## config.mk

```make
export PLATFORM = sky130hd
export DESIGN_NAME = lpf_filter
export DESIGN_NICKNAME = d
export VERILOG_FILES = /design/src/logic/lpf_pkg.sv /design/src/logic/lpf_filter.sv
export SDC_FILE = /design/constraint.sdc
export NUM_CORES = 1
export LEC_CHECK = 0
export BUFFER_PORTS_ARGS = -buffer_cell sky130_fd_sc_hd__buf_4
export CAP_MARGIN = 20
export CORE_UTILIZATION = 25
export DETAILED_ROUTE_END_ITERATION = 10
export PLACE_DENSITY = 0.41
export SLEW_MARGIN = 5
export SYNTH_ARGS = -nofsm -noshare
export SYNTH_HDL_FRONTEND = slang
export SYNTH_SLANG_ARGS = --single-unit
export TNS_END_PERCENT = 5
```

## constraint.sdc

```tcl
create_clock -name aclk -period 1.76 [get_ports aclk]
set_clock_uncertainty 0.05 [all_clocks]
set_input_delay 0.264 -clock aclk [delete_from_list [all_inputs] [get_ports aclk]]
set_output_delay 0.264 -clock aclk [all_outputs]
set_load 0.02 [all_outputs]
```

## src/logic/lpf_pkg.sv

```systemverilog
`default_nettype none
package lpf_pkg;
  // ************************************************
  // Register map and bus
  // ************************************************
  localparam int ADDR_W = 8;
  localparam int DATA_W = 32;
  localparam logic [ADDR_W-1:0] OFF_MATCH_LOW = 8'h00;
  localparam logic [ADDR_W-1:0] OFF_MASK_LOW = 8'h04;
  localparam logic [ADDR_W-1:0] OFF_MATCH_HIGH = 8'h08;
  localparam logic [ADDR_W-1:0] OFF_MASK_HIGH = 8'h0c;
  localparam logic [ADDR_W-1:0] OFF_HIT_COUNT = 8'h10;
  localparam logic [DATA_W-1:0] RESET_VAL = 32'h0000_0000;
  localparam logic [1:0] RESP_OKAY = 2'h0;
  localparam logic [1:0] RESP_SLVERR = 2'h2;

  // Writable field bits; reserved ranges always read zero
  localparam logic [DATA_W-1:0] LOW_FIELDS = 32'h8003_fff8;
  localparam logic [DATA_W-1:0] HIGH_FIELDS = 32'h000f_000f;

  // ************************************************
  // Field positions
  // ************************************************
  localparam int RN_TOP_BIT = 31;
  localparam int DEST_LSB = 13;
  localparam int CLASS_LSB = 9;
  localparam int OPC_LSB = 5;
  localparam int VNET_LSB = 3;
  localparam int STATE_LSB = 16;
  localparam int RN_LOW_LSB = 0;

  // ************************************************
  // Message classes and line states
  // ************************************************
  localparam logic [3:0] data_response_class = 4'he;
  localparam logic [3:0] noncoherent_bypass_class = 4'hc;
  localparam logic [3:0] STATE_MOD = 4'h8;
  localparam logic [3:0] STATE_EXCL = 4'h4;
  localparam logic [3:0] STATE_SHARED = 4'h2;
  localparam logic [3:0] STATE_FWD = 4'h1;
  localparam logic [3:0] STATE_INVALID = 4'h0;

  // Preset pairs for the low 13 bits, and the line state mask PK_STATE
  localparam logic [12:0] PM_DRS = 13'h1c00;
  localparam logic [12:0] PM_DRS_CMP = 13'h1c40;
  localparam logic [12:0] PM_DRS_FRC = 13'h1c20;
  localparam logic [12:0] PM_WB_I = 13'h1c80;
  localparam logic [12:0] PM_WB_S = 13'h1ca0;
  localparam logic [12:0] PM_WB_E = 13'h1cc0;
  localparam logic [12:0] PM_DRS_PART = 13'h1d00;
  localparam logic [12:0] PM_NCB = 13'h1800;
  localparam logic [12:0] PM_NCB_11 = 13'h1900;
  localparam logic [12:0] PK_CLASS = 13'h1e00;
  localparam logic [12:0] PK_SIZE = 13'h1f00;
  localparam logic [12:0] PK_TWO = 13'h1f80;
  localparam logic [12:0] PK_OPC = 13'h1fe0;
  localparam logic [3:0] PK_STATE = 4'hf;

  typedef struct packed {
    logic [4:0] remote_node;
    logic [4:0] dest_node_field;
    logic [3:0] msg_class_field;
    logic [3:0] opcode_field;
    logic [1:0] virt_net_field;
    logic [3:0] resp_line_state;
  } lpf_hdr_t;
endpackage : lpf_pkg
`default_nettype wire

```

## src/logic/lpf_filter.sv

```systemverilog
// Added by the designer: the AXI4-Lite interface to the registers and the register offsets.
`timescale 1ns/100ps
`default_nettype none
module lpf_filter (
  input wire logic aclk,
  input wire logic aresetn,
  input wire logic [lpf_pkg::ADDR_W-1:0] s_axi_awaddr,
  input wire logic s_axi_awvalid,
  output logic s_axi_awready,
  input wire logic [lpf_pkg::DATA_W-1:0] s_axi_wdata,
  input wire logic [3:0] s_axi_wstrb,
  input wire logic s_axi_wvalid,
  output logic s_axi_wready,
  output logic [1:0] s_axi_bresp,
  output logic s_axi_bvalid,
  input wire logic s_axi_bready,
  input wire logic [lpf_pkg::ADDR_W-1:0] s_axi_araddr,
  input wire logic s_axi_arvalid,
  output logic s_axi_arready,
  output logic [lpf_pkg::DATA_W-1:0] s_axi_rdata,
  output logic [1:0] s_axi_rresp,
  output logic s_axi_rvalid,
  input wire logic s_axi_rready,
  input wire logic pkt_valid,
  input wire lpf_pkg::lpf_hdr_t pkt_hdr,
  output logic filter_hit_event
);
  import lpf_pkg::*;

  // ************************************************
  // Register storage
  // ************************************************
  logic [DATA_W-1:0] match_low_reg;
  logic [DATA_W-1:0] packet_filter_mask_low_reg;
  logic [DATA_W-1:0] match_high_reg;
  logic [DATA_W-1:0] mask_high_reg;
  logic [DATA_W-1:0] hit_count_reg;
  logic hit_reg;

  // ************************************************
  // Write channel
  // ************************************************
  logic aw_full_reg;
  logic w_full_reg;
  logic [ADDR_W-1:0] aw_addr_reg;
  logic [DATA_W-1:0] w_data_reg;
  logic [3:0] w_strb_reg;
  logic awready_reg;
  logic wready_reg;
  logic bvalid_reg;
  logic [1:0] bresp_reg;

  wire aw_take = s_axi_awvalid && awready_reg;
  wire w_take = s_axi_wvalid && wready_reg;
  wire do_write = aw_full_reg && w_full_reg && !bvalid_reg;
  wire b_done = bvalid_reg && s_axi_bready;
  wire aw_full_next = (aw_full_reg || aw_take) && !do_write;
  wire w_full_next = (w_full_reg || w_take) && !do_write;
  wire bvalid_next = (bvalid_reg && !b_done) || do_write;
  wire wr_low = aw_addr_reg == OFF_MATCH_LOW;
  wire wr_mlow = aw_addr_reg == OFF_MASK_LOW;
  wire wr_high = aw_addr_reg == OFF_MATCH_HIGH;
  wire wr_mhigh = aw_addr_reg == OFF_MASK_HIGH;
  wire wr_count = aw_addr_reg == OFF_HIT_COUNT;
  wire wr_hit = wr_low || wr_mlow || wr_high || wr_mhigh || wr_count;
  wire [DATA_W-1:0] wr_old = wr_low ? match_low_reg :
                             wr_mlow ? packet_filter_mask_low_reg :
                             wr_high ? match_high_reg : mask_high_reg;
  wire [DATA_W-1:0] wr_merged;

  // In the match and mask registers, byte lanes not strobed keep their old contents
  genvar lane;
  generate
    for (lane = 0; lane < 4; lane++) begin : g_lane
      assign wr_merged[lane*8 +: 8] = w_strb_reg[lane] ? w_data_reg[lane*8 +: 8]
                                                        : wr_old[lane*8 +: 8];
    end
  endgenerate

  // Reserved bits are dropped on write so they cannot disturb the compare
  wire [DATA_W-1:0] wr_low_val = wr_merged & LOW_FIELDS;
  wire [DATA_W-1:0] wr_high_val = wr_merged & HIGH_FIELDS;

  always_ff @(posedge aclk) begin
    if (!aresetn) begin
      aw_full_reg <= 1'b0;
      w_full_reg <= 1'b0;
      awready_reg <= 1'b0;
      wready_reg <= 1'b0;
      bvalid_reg <= 1'b0;
      bresp_reg <= RESP_OKAY;
    end else begin
      aw_full_reg <= aw_full_next;
      w_full_reg <= w_full_next;
      awready_reg <= !aw_full_next && !bvalid_next;
      wready_reg <= !w_full_next && !bvalid_next;
      bvalid_reg <= bvalid_next;
      if (do_write) begin
        bresp_reg <= wr_hit ? RESP_OKAY : RESP_SLVERR;
      end
    end
  end

  always_ff @(posedge aclk) begin
    if (!aresetn) begin
      aw_addr_reg <= '0;
      w_data_reg <= '0;
      w_strb_reg <= '0;
    end else begin
      if (aw_take) begin
        aw_addr_reg <= {s_axi_awaddr[ADDR_W-1:2], 2'h0};
      end
      if (w_take) begin
        w_data_reg <= s_axi_wdata;
        w_strb_reg <= s_axi_wstrb;
      end
    end
  end

  always_ff @(posedge aclk) begin
    if (!aresetn) begin
      match_low_reg <= RESET_VAL;
      packet_filter_mask_low_reg <= RESET_VAL;
      match_high_reg <= RESET_VAL;
      mask_high_reg <= RESET_VAL;
    end else if (do_write) begin
      if (wr_low) match_low_reg <= wr_low_val;
      if (wr_mlow) packet_filter_mask_low_reg <= wr_low_val;
      if (wr_high) match_high_reg <= wr_high_val;
      if (wr_mhigh) mask_high_reg <= wr_high_val;
    end
  end

  // ************************************************
  // Read channel
  // ************************************************
  logic arready_reg;
  logic rvalid_reg;
  logic [DATA_W-1:0] rdata_reg;
  logic [1:0] rresp_reg;

  wire ar_take = s_axi_arvalid && arready_reg;
  wire r_done = rvalid_reg && s_axi_rready;
  wire [ADDR_W-1:0] rd_addr = {s_axi_araddr[ADDR_W-1:2], 2'h0};
  wire rd_hit = rd_addr == OFF_MATCH_LOW || rd_addr == OFF_MASK_LOW ||
                rd_addr == OFF_MATCH_HIGH || rd_addr == OFF_MASK_HIGH ||
                rd_addr == OFF_HIT_COUNT;
  wire [DATA_W-1:0] rd_val = rd_addr == OFF_MATCH_LOW ? match_low_reg :
                             rd_addr == OFF_MASK_LOW ? packet_filter_mask_low_reg :
                             rd_addr == OFF_MATCH_HIGH ? match_high_reg :
                             rd_addr == OFF_MASK_HIGH ? mask_high_reg :
                             rd_addr == OFF_HIT_COUNT ? hit_count_reg : RESET_VAL;
  wire rvalid_next = (rvalid_reg && !r_done) || ar_take;

  always_ff @(posedge aclk) begin
    if (!aresetn) begin
      arready_reg <= 1'b0;
      rvalid_reg <= 1'b0;
      rdata_reg <= RESET_VAL;
      rresp_reg <= RESP_OKAY;
    end else begin
      arready_reg <= !rvalid_next;
      rvalid_reg <= rvalid_next;
      if (ar_take) begin
        rdata_reg <= rd_val;
        rresp_reg <= rd_hit ? RESP_OKAY : RESP_SLVERR;
      end
    end
  end

  // ************************************************
  // Packet compare
  // ************************************************
  // Header laid out exactly like the match and mask registers
  wire [DATA_W-1:0] hdr_low = (DATA_W'(pkt_hdr.remote_node[4]) << RN_TOP_BIT)
                            | (DATA_W'(pkt_hdr.dest_node_field) << DEST_LSB)
                            | (DATA_W'(pkt_hdr.msg_class_field) << CLASS_LSB)
                            | (DATA_W'(pkt_hdr.opcode_field) << OPC_LSB)
                            | (DATA_W'(pkt_hdr.virt_net_field) << VNET_LSB);
  wire [DATA_W-1:0] hdr_high = (DATA_W'(pkt_hdr.resp_line_state) << STATE_LSB)
                             | (DATA_W'(pkt_hdr.remote_node[3:0]) << RN_LOW_LSB);
  // Only masked bits must match; all-zero low and high masks hit every packet
  wire low_ok = ((hdr_low ^ match_low_reg) & packet_filter_mask_low_reg) == '0;
  wire high_ok = ((hdr_high ^ match_high_reg) & mask_high_reg) == '0;
  wire hit_now = pkt_valid && low_ok && high_ok;

  // The hit count wraps; software reads it as a running total
  always_ff @(posedge aclk) begin
    if (!aresetn) begin
      hit_reg <= 1'b0;
      hit_count_reg <= RESET_VAL;
    end else begin
      hit_reg <= hit_now;
      if (do_write && wr_count) begin
        hit_count_reg <= RESET_VAL;
      end else if (hit_reg) begin
        hit_count_reg <= hit_count_reg + DATA_W'(1);
      end
    end
  end

  assign s_axi_awready = awready_reg;
  assign s_axi_wready = wready_reg;
  assign s_axi_bvalid = bvalid_reg;
  assign s_axi_bresp = bresp_reg;
  assign s_axi_arready = arready_reg;
  assign s_axi_rvalid = rvalid_reg;
  assign s_axi_rdata = rdata_reg;
  assign s_axi_rresp = rresp_reg;
  assign filter_hit_event = hit_reg;

  // ************************************************
  // Checks
  // ************************************************
  wire low_clean = packet_filter_mask_low_reg[31:13] == '0 && mask_high_reg == '0;
  wire [3:0] p_mc = pkt_hdr.msg_class_field;
  wire [3:0] p_op = pkt_hdr.opcode_field;

  property p_low_preset(logic [12:0] mt, logic [12:0] mk, logic cond);
    @(posedge aclk) disable iff (!aresetn)
    (pkt_valid && low_clean && match_low_reg[12:0] == mt &&
     packet_filter_mask_low_reg[12:0] == mk) |=> (filter_hit_event == $past(cond));
  endproperty

  a_reserved_mask_zero: assert property (@(posedge aclk) disable iff (!aresetn)
    (packet_filter_mask_low_reg & ~LOW_FIELDS) == '0)
    else $error("reserved mask bits set");
  a_opc_mask_field: assert property (@(posedge aclk) disable iff (!aresetn)
    (do_write && wr_mlow && w_strb_reg[1:0] == 2'h3) |=>
    packet_filter_mask_low_reg[8:5] == $past(w_data_reg[8:5]))
    else $error("opcode mask not stored");
  a_drs_any: assert property (p_low_preset(PM_DRS, PK_CLASS,
    p_mc == data_response_class))
    else $error("data response preset wrong");
  a_drs_line: assert property (p_low_preset(PM_DRS, PK_TWO,
    p_mc == data_response_class && p_op[3:2] == 2'h0))
    else $error("line response preset wrong");
  a_wb_shared: assert property (p_low_preset(PM_WB_S, PK_OPC,
    p_mc == data_response_class && p_op == 4'h5))
    else $error("writeback shared preset wrong");
  a_drs_partial: assert property (p_low_preset(PM_DRS_PART, PK_SIZE,
    p_mc == data_response_class && p_op[3]))
    else $error("partial data preset wrong");
  a_ncb_any: assert property (p_low_preset(PM_NCB, PK_CLASS,
    p_mc == noncoherent_bypass_class))
    else $error("bypass preset wrong");
  a_ncb_nine: assert property (p_low_preset(PM_NCB, PK_SIZE,
    p_mc == noncoherent_bypass_class && !p_op[3]))
    else $error("nine flit preset wrong");
  a_ncb_eleven: assert property (p_low_preset(PM_NCB_11, PK_SIZE,
    p_mc == noncoherent_bypass_class && p_op[3]))
    else $error("eleven flit preset wrong");
  a_ncb_intr: assert property (p_low_preset(PM_NCB_11, PK_TWO,
    p_mc == noncoherent_bypass_class && p_op[3:2] == 2'h2))
    else $error("interrupt preset wrong");
  a_state_mod: assert property (@(posedge aclk) disable iff (!aresetn)
    (pkt_valid && match_low_reg == 32'(PM_DRS) && packet_filter_mask_low_reg == 32'(PK_OPC)
     && mask_high_reg == (32'(PK_STATE) << STATE_LSB)
     && match_high_reg == (32'(STATE_MOD) << STATE_LSB))
    |=> filter_hit_event == $past(p_mc == data_response_class && p_op == 4'h0
        && pkt_hdr.resp_line_state == STATE_MOD))
    else $error("state preset wrong");
  a_cmp_excl: assert property (@(posedge aclk) disable iff (!aresetn)
    (pkt_valid && match_low_reg == 32'(PM_DRS_CMP) && packet_filter_mask_low_reg == 32'(PK_OPC)
     && mask_high_reg == (32'(PK_STATE) << STATE_LSB)
     && match_high_reg == (32'(STATE_EXCL) << STATE_LSB))
    |=> filter_hit_event == $past(p_mc == data_response_class && p_op == 4'h2
        && pkt_hdr.resp_line_state == STATE_EXCL))
    else $error("completion preset wrong");
  a_frc_fwd: assert property (@(posedge aclk) disable iff (!aresetn)
    (pkt_valid && match_low_reg == 32'(PM_DRS_FRC) && packet_filter_mask_low_reg == 32'(PK_OPC)
     && mask_high_reg == (32'(PK_STATE) << STATE_LSB)
     && match_high_reg == (32'(STATE_FWD) << STATE_LSB)
     && p_mc == data_response_class && p_op == 4'h1 && pkt_hdr.resp_line_state == STATE_FWD)
    |=> filter_hit_event)
    else $error("force ack preset missed");
  a_no_packet_no_hit: assert property (@(posedge aclk) disable iff (!aresetn)
    !pkt_valid |=> !filter_hit_event)
    else $error("hit without packet");
  a_hit_counted: assert property (@(posedge aclk) disable iff (!aresetn)
    (filter_hit_event && !(do_write && wr_count)) |=>
    hit_count_reg == $past(hit_count_reg) + 32'h1)
    else $error("hit not counted");

  c_any_hit: cover property (@(posedge aclk) disable iff (!aresetn) filter_hit_event);
  c_write_done: cover property (@(posedge aclk) disable iff (!aresetn) b_done);
  c_read_done: cover property (@(posedge aclk) disable iff (!aresetn) r_done);
  c_state_hit: cover property (@(posedge aclk) disable iff (!aresetn)
    hit_now && mask_high_reg != '0);
endmodule : lpf_filter
`default_nettype wire

```

Word level (Yosys, flattened, before mapping)

Index checks and enable logic that the tools add are counted.

Flip-flop bits (word level): 166
Latch bits: 0
RAM bits: 0
Memory bits (read-only): 0
Input port bits: 84
Output and inout bits: 42
Logic and storage cells: 97
Memories kept: 0

Add/sub/neg operators: 1
Multiply operators: 0
Div/mod/pow operators: 0
Magnitude comparators: 0
Equal/unequal tests: 8
Shift operators: 0
Mux-type cells: 14
Bitwise gates (word level): 10
Reductions and logical operators: 45

Operator list:

| cell                                          | number |
|---|---|
| 2-to-1 mux 32 bit                             | 7 |
| logical NOT 32 bit                            | 2 |
| adder 32 x 1 -> 32 bit, second input constant | 1 |
| AND 32 bit                                    | 1 |
| bitwise OR 32 x 13 -> 32 bit                  | 1 |
| bitwise OR 32 x 18 -> 32 bit                  | 1 |
| bitwise OR 32 x 5 -> 32 bit                   | 1 |
| bitwise OR 32 x 9 -> 32 bit                   | 1 |
| bitwise XOR 32 bit                            | 1 |
| == test 6 x 2 -> 1 bit, second input constant | 4 |
| 2-to-1 mux 8 bit                              | 3 |
| AND 20 bit                                    | 1 |
| 2-to-1 mux 20 bit                             | 1 |
| bitwise OR 20 x 4 -> 20 bit                   | 1 |
| bitwise XOR 20 bit                            | 1 |
| logical AND 1 bit                             | 16 |
| logical NOT 8 bit                             | 2 |
| == test 6 x 1 -> 1 bit, second input constant | 2 |
| == test 6 x 3 -> 1 bit, second input constant | 2 |
| logical OR 1 bit                              | 12 |
| logical NOT 1 bit                             | 8 |
| AND reduction 2 bit                           | 4 |
| 2-to-1 mux 2 bit                              | 2 |
| 2-to-1 mux 4 bit                              | 1 |
| other kinds (2)                               | 2 |

Logic depth before layout (Yosys ltp)

Word-level depth: 9
Depth in mapped cells: 8

Least setup slack after synthesis

No wires, ideal clock.

Path type: flip-flop to flip-flop
Start point: register hit_reg (netlist: filter_hit_event)
End point: register hit_count_reg[31]
Library setup time: 0.125 ns
Arrival: 1.635 ns
Required time: 1.585 ns
Path slack: -0.051 ns
Cell stages (with the launch flop): 6
Cells stage by stage: dfxtp_1 -> and4_4 -> nand4_4 -> or4_1 -> xor2_1 -> nor2_2

RTL lines:

| what                   | line              | text |
|---|---|---|
| start, declared        | lpf_filter.sv:38  | `logic hit_reg;` |
| start signal, assigned | lpf_filter.sv:193 | `hit_reg <= hit_now;` |
| end signal, assigned   | lpf_filter.sv:197 | `hit_count_reg <= hit_count_reg + DATA_W'(1);` |
| end, declared          | lpf_filter.sv:37  | `logic [DATA_W-1:0] hit_count_reg;` |

Final worst setup path

Start point: register hit_count_reg[0]
End point: register hit_count_reg[28]

Word-level cells in the longest chain between the ends: 1

RTL lines:

| what                   | line |
|---|---|
| adder 32 x 1 -> 32 bit | lpf_filter.sv:197 |

Every way passes these cells.
A chain may end at the register's enable or synchronous reset.

==> flow_summary.toml <==
[setup_path]
rrSetupSlack_ns = 0.09
critPathMaxFanout = 12
required_ns = 2.03
cp_slowest_cell = "dfxtp_1"
crit_type = "flip-flop to flip-flop"
cpPeakStageDelay_ns = 0.35
cp-end-kind = "flip-flop"
rr_worst_depth = 6
worstReg2RegEnd = "hit_count_reg[28]"
crit_path_start_kind = "flip-flop"
path_cells = "ha_1 > nand4_2 > nand3b_4 > nor4_2 > xnor2_1 > nor2_1"
reg2reg_from = "hit_count_reg[0]"
arrival_ns = 1.94

[drt]
drt-initial-drc-count = 407
drtAntennaViolNets = 0
wl_per_cell_um = 16.7
drt-total-wl_um = 23000
drc = 0
route.vias.total = 6379
vias_per_cell = 4.62
dr.pass1.iters = 4

[cells_and_area]
multi_input_area_um2 = 3960
n_fill_cell = 3093
register_area_um2 = 3070
area_growth_pct = 34.1
drive_gt1_frac = 0.266
final_cell_area_um2 = 9760
fin_nets = 1069
mostFrequentLayoutCell = "buf_4"
final_cell_mix = "buf_4, dfxtp_1, nand2_1"
antennaDiodeCount = 0
fin_util = 0.340

[power]
clockPowerShare = 0.487
vdd_ir_drop_max_mv = 0.624
netSwitchingPower_mw = 2.05
seqPwrFrac = 0.432
combPwrFrac = 0.082
finalPower_mw = 8.31
p_leak_nw = 4.14
p_int_mw = 6.26
power.density_nw_per_um2 = 852
p_sw_frac = 0.247

[placement]
port_buffers = 108
dpl_cell_area_um2 = 9090
gp_congestion = 0.792
post-dp-hpwl_um = 17300

[global_routing]
use_met2 = 0.245
overflow = 0
antenna_found_initial = 0
first_global_vias = 6060
grt_use_met1 = 0.216
busiest_layer = "met2"
grt_pass1_wl_um = 36000
grt_max_degree = 38
grtUsageTotal = 0.157
grtUsageMet3 = 0.0281

[logic_synthesis]
synthCells = 830
synth_edf_count = 0
yosysSeqAreaShare = 0.421
yosysWarnings = 0
syn_area_per_cell_um2 = 8.77
yosys.area.top_type = "dfxtp_1"
ys_seq_elements = 153
synth_flop_cell = "dfxtp_1"
synth-async-reset-ratio = 0
synth_top_area_frac = 0.421
synth.distinct_cells = 54
synth_area_um2 = 7280
synth_area_leaders = "dfxtp_1, nand2_1, o211a_1"

[clocking]
cts_max_level = 4
clk_latency_ns = 0.43
clkTransAtPathRegs_ns = 0.07
clock-root-buffer = "clkbuf_16"
cts_hold_buf = 0
cts_buffers = 17
tritoncts = "done"
clk_path_buf_depth = 2
clock_sinks = 153

[sta]
setup_tns_ns = 0
max_freq_mhz = 598
rsz0062_at_grt = "yes"
hold_ws_ns = 0.0398
min_period_over_period = 0.950
setup_violations = 0
period_needed_ns = 1.67
hold_viol_final = 0
drv_slew = 0

[job]
drv_cap = 0

[floorplan]
die_area_um2 = 29800
die_w_um = 173
coreArea_um2 = 28700
num_rows = 62
design.portCount = 126
initial_utilization = 0.254
die_h_um = 173

[worst_hold_path]
hold_depth = 3
hold_path.startpoint = "s_axi_wdata[13]"
holdPathEnd = "w_data_reg[13]"
min_path_type = "input pin to flip-flop"

[outcome]
run_status = "complete, no violations"
[worst max-delay path, delay by kind of cell (launching register included)]
| family | cells | cell delay (ns) |
|---|---|---|
| xor+xnor | 1 | 0.15 |
| fa+ha+maj | 1 | 0.20 |
| flops | 1 | 0.35 |
| simple gates | 4 | 0.81 |
[worst max path at each step]
| stage | endpoint | from | slack (ns) |
|---|---|---|---|
| detailed placement | s_axi_rdata[0] | s_axi_araddr[5] | -0.13 |
| CTS | mask_high_reg[1] | aw_addr_reg[7] | 0.04 |
| global placement | s_axi_rdata[0] | s_axi_araddr[5] | -0.15 |
| floorplan | hit_count_reg[20] | hit_count_reg[0] | 0.09 |
| global route | hit_count_reg[28] | hit_count_reg[1] | -0.05 |
| finish | hit_count_reg[28] | hit_count_reg[0] | 0.09 |
[cell usage after synthesis, types with 4 or more instances]
| master | instances |
|---|---|
| a21boi_0 | 36 |
| a21oi_1 | 21 |
| a22o_1 | 16 |
| a22oi_1 | 35 |
| a31oi_1 | 7 |
| and2_1 | 6 |
| and3_1 | 7 |
| buf_2 | 19 |
| buf_4 | 4 |
| clkbuf_1 | 36 |
| dfxtp_1 | 153 |
| inv_1 | 4 |
| mux2_2 | 8 |
| mux2i_1 | 19 |
| nand2_1 | 119 |
| nand2b_1 | 19 |
| nand3_1 | 33 |
| nand4_1 | 6 |
| nor2_1 | 63 |
| nor2b_1 | 16 |
| nor3_1 | 9 |
| nor4_2 | 11 |
| o211a_1 | 32 |
| o21ai_0 | 39 |
| o21ai_1 | 13 |
| o2bb2ai_1 | 4 |
| or3_1 | 5 |
| xnor2_1 | 20 |
| xor2_1 | 30 |
[through the flow]
stage                     worst slack [ns]  instances
after floorplan                     0.0862        831
after global routing               -0.0516       1381
after global placement              -0.146       1349
after detailed placement            -0.133       1349
final                               0.0878       1381
after CTS                           0.0433       1381
[kinds of logic after synthesis]
group                    after synthesis  synth area share
flip-flops                           153             0.421
buffers and inverters                 65            0.0399
other                                  1          0.000515
AND/OR/NAND/NOR                      314             0.223
adder cells (fa/ha/maj)                1           0.00172
XOR/XNOR                              50            0.0602
AO/OA/AOI/OAI                        219             0.216
multiplexers                          27            0.0385
[power by group through the flow]
stage,registers (mW),clock network [mW],logic (mW)
6_report,3.59,4.05,0.678
5_1_grt,3.60,4.33,0.741
4_1_cts,3.59,4.16,0.686
3_5_place_dp,3.67,0,0.684
3_3_place_gp,3.67,0,0.684
2_1_floorplan,3.66,0,0.326
[final cells by class]
class                      instances  share of cell area
inverter                           4             0.00154
multi-input combinational        613               0.406
sequential                       153               0.314
timing repair buffer             195               0.164
tap                              384              0.0492
clock inverter                    14              0.0213
clock buffer                      18              0.0440
[per-layer routing]
| metal | share of wire | up-vias | wire [um] |
|---|---|---|---|
| met1 | 0.50 | 2990 | 11400 |
| met4 | 0.020 | 0 | 452 |
| met3 | 0.032 | 23 | 736 |
| met5 | 0 | - | 0 |
| met2 | 0.45 | 114 | 10400 |
| li1 | - | 3252 | - |
[what timing repair did]
action | 4_1_cts | 5_1_grt
pin swaps | 0 | 0
hold endpoints to repair | 0 | 0
gates resized for setup | 1 | 5
setup endpoints to repair | 3 | 33
buffers inserted | 0 | 0
Power figures use the tool's default switching activity.
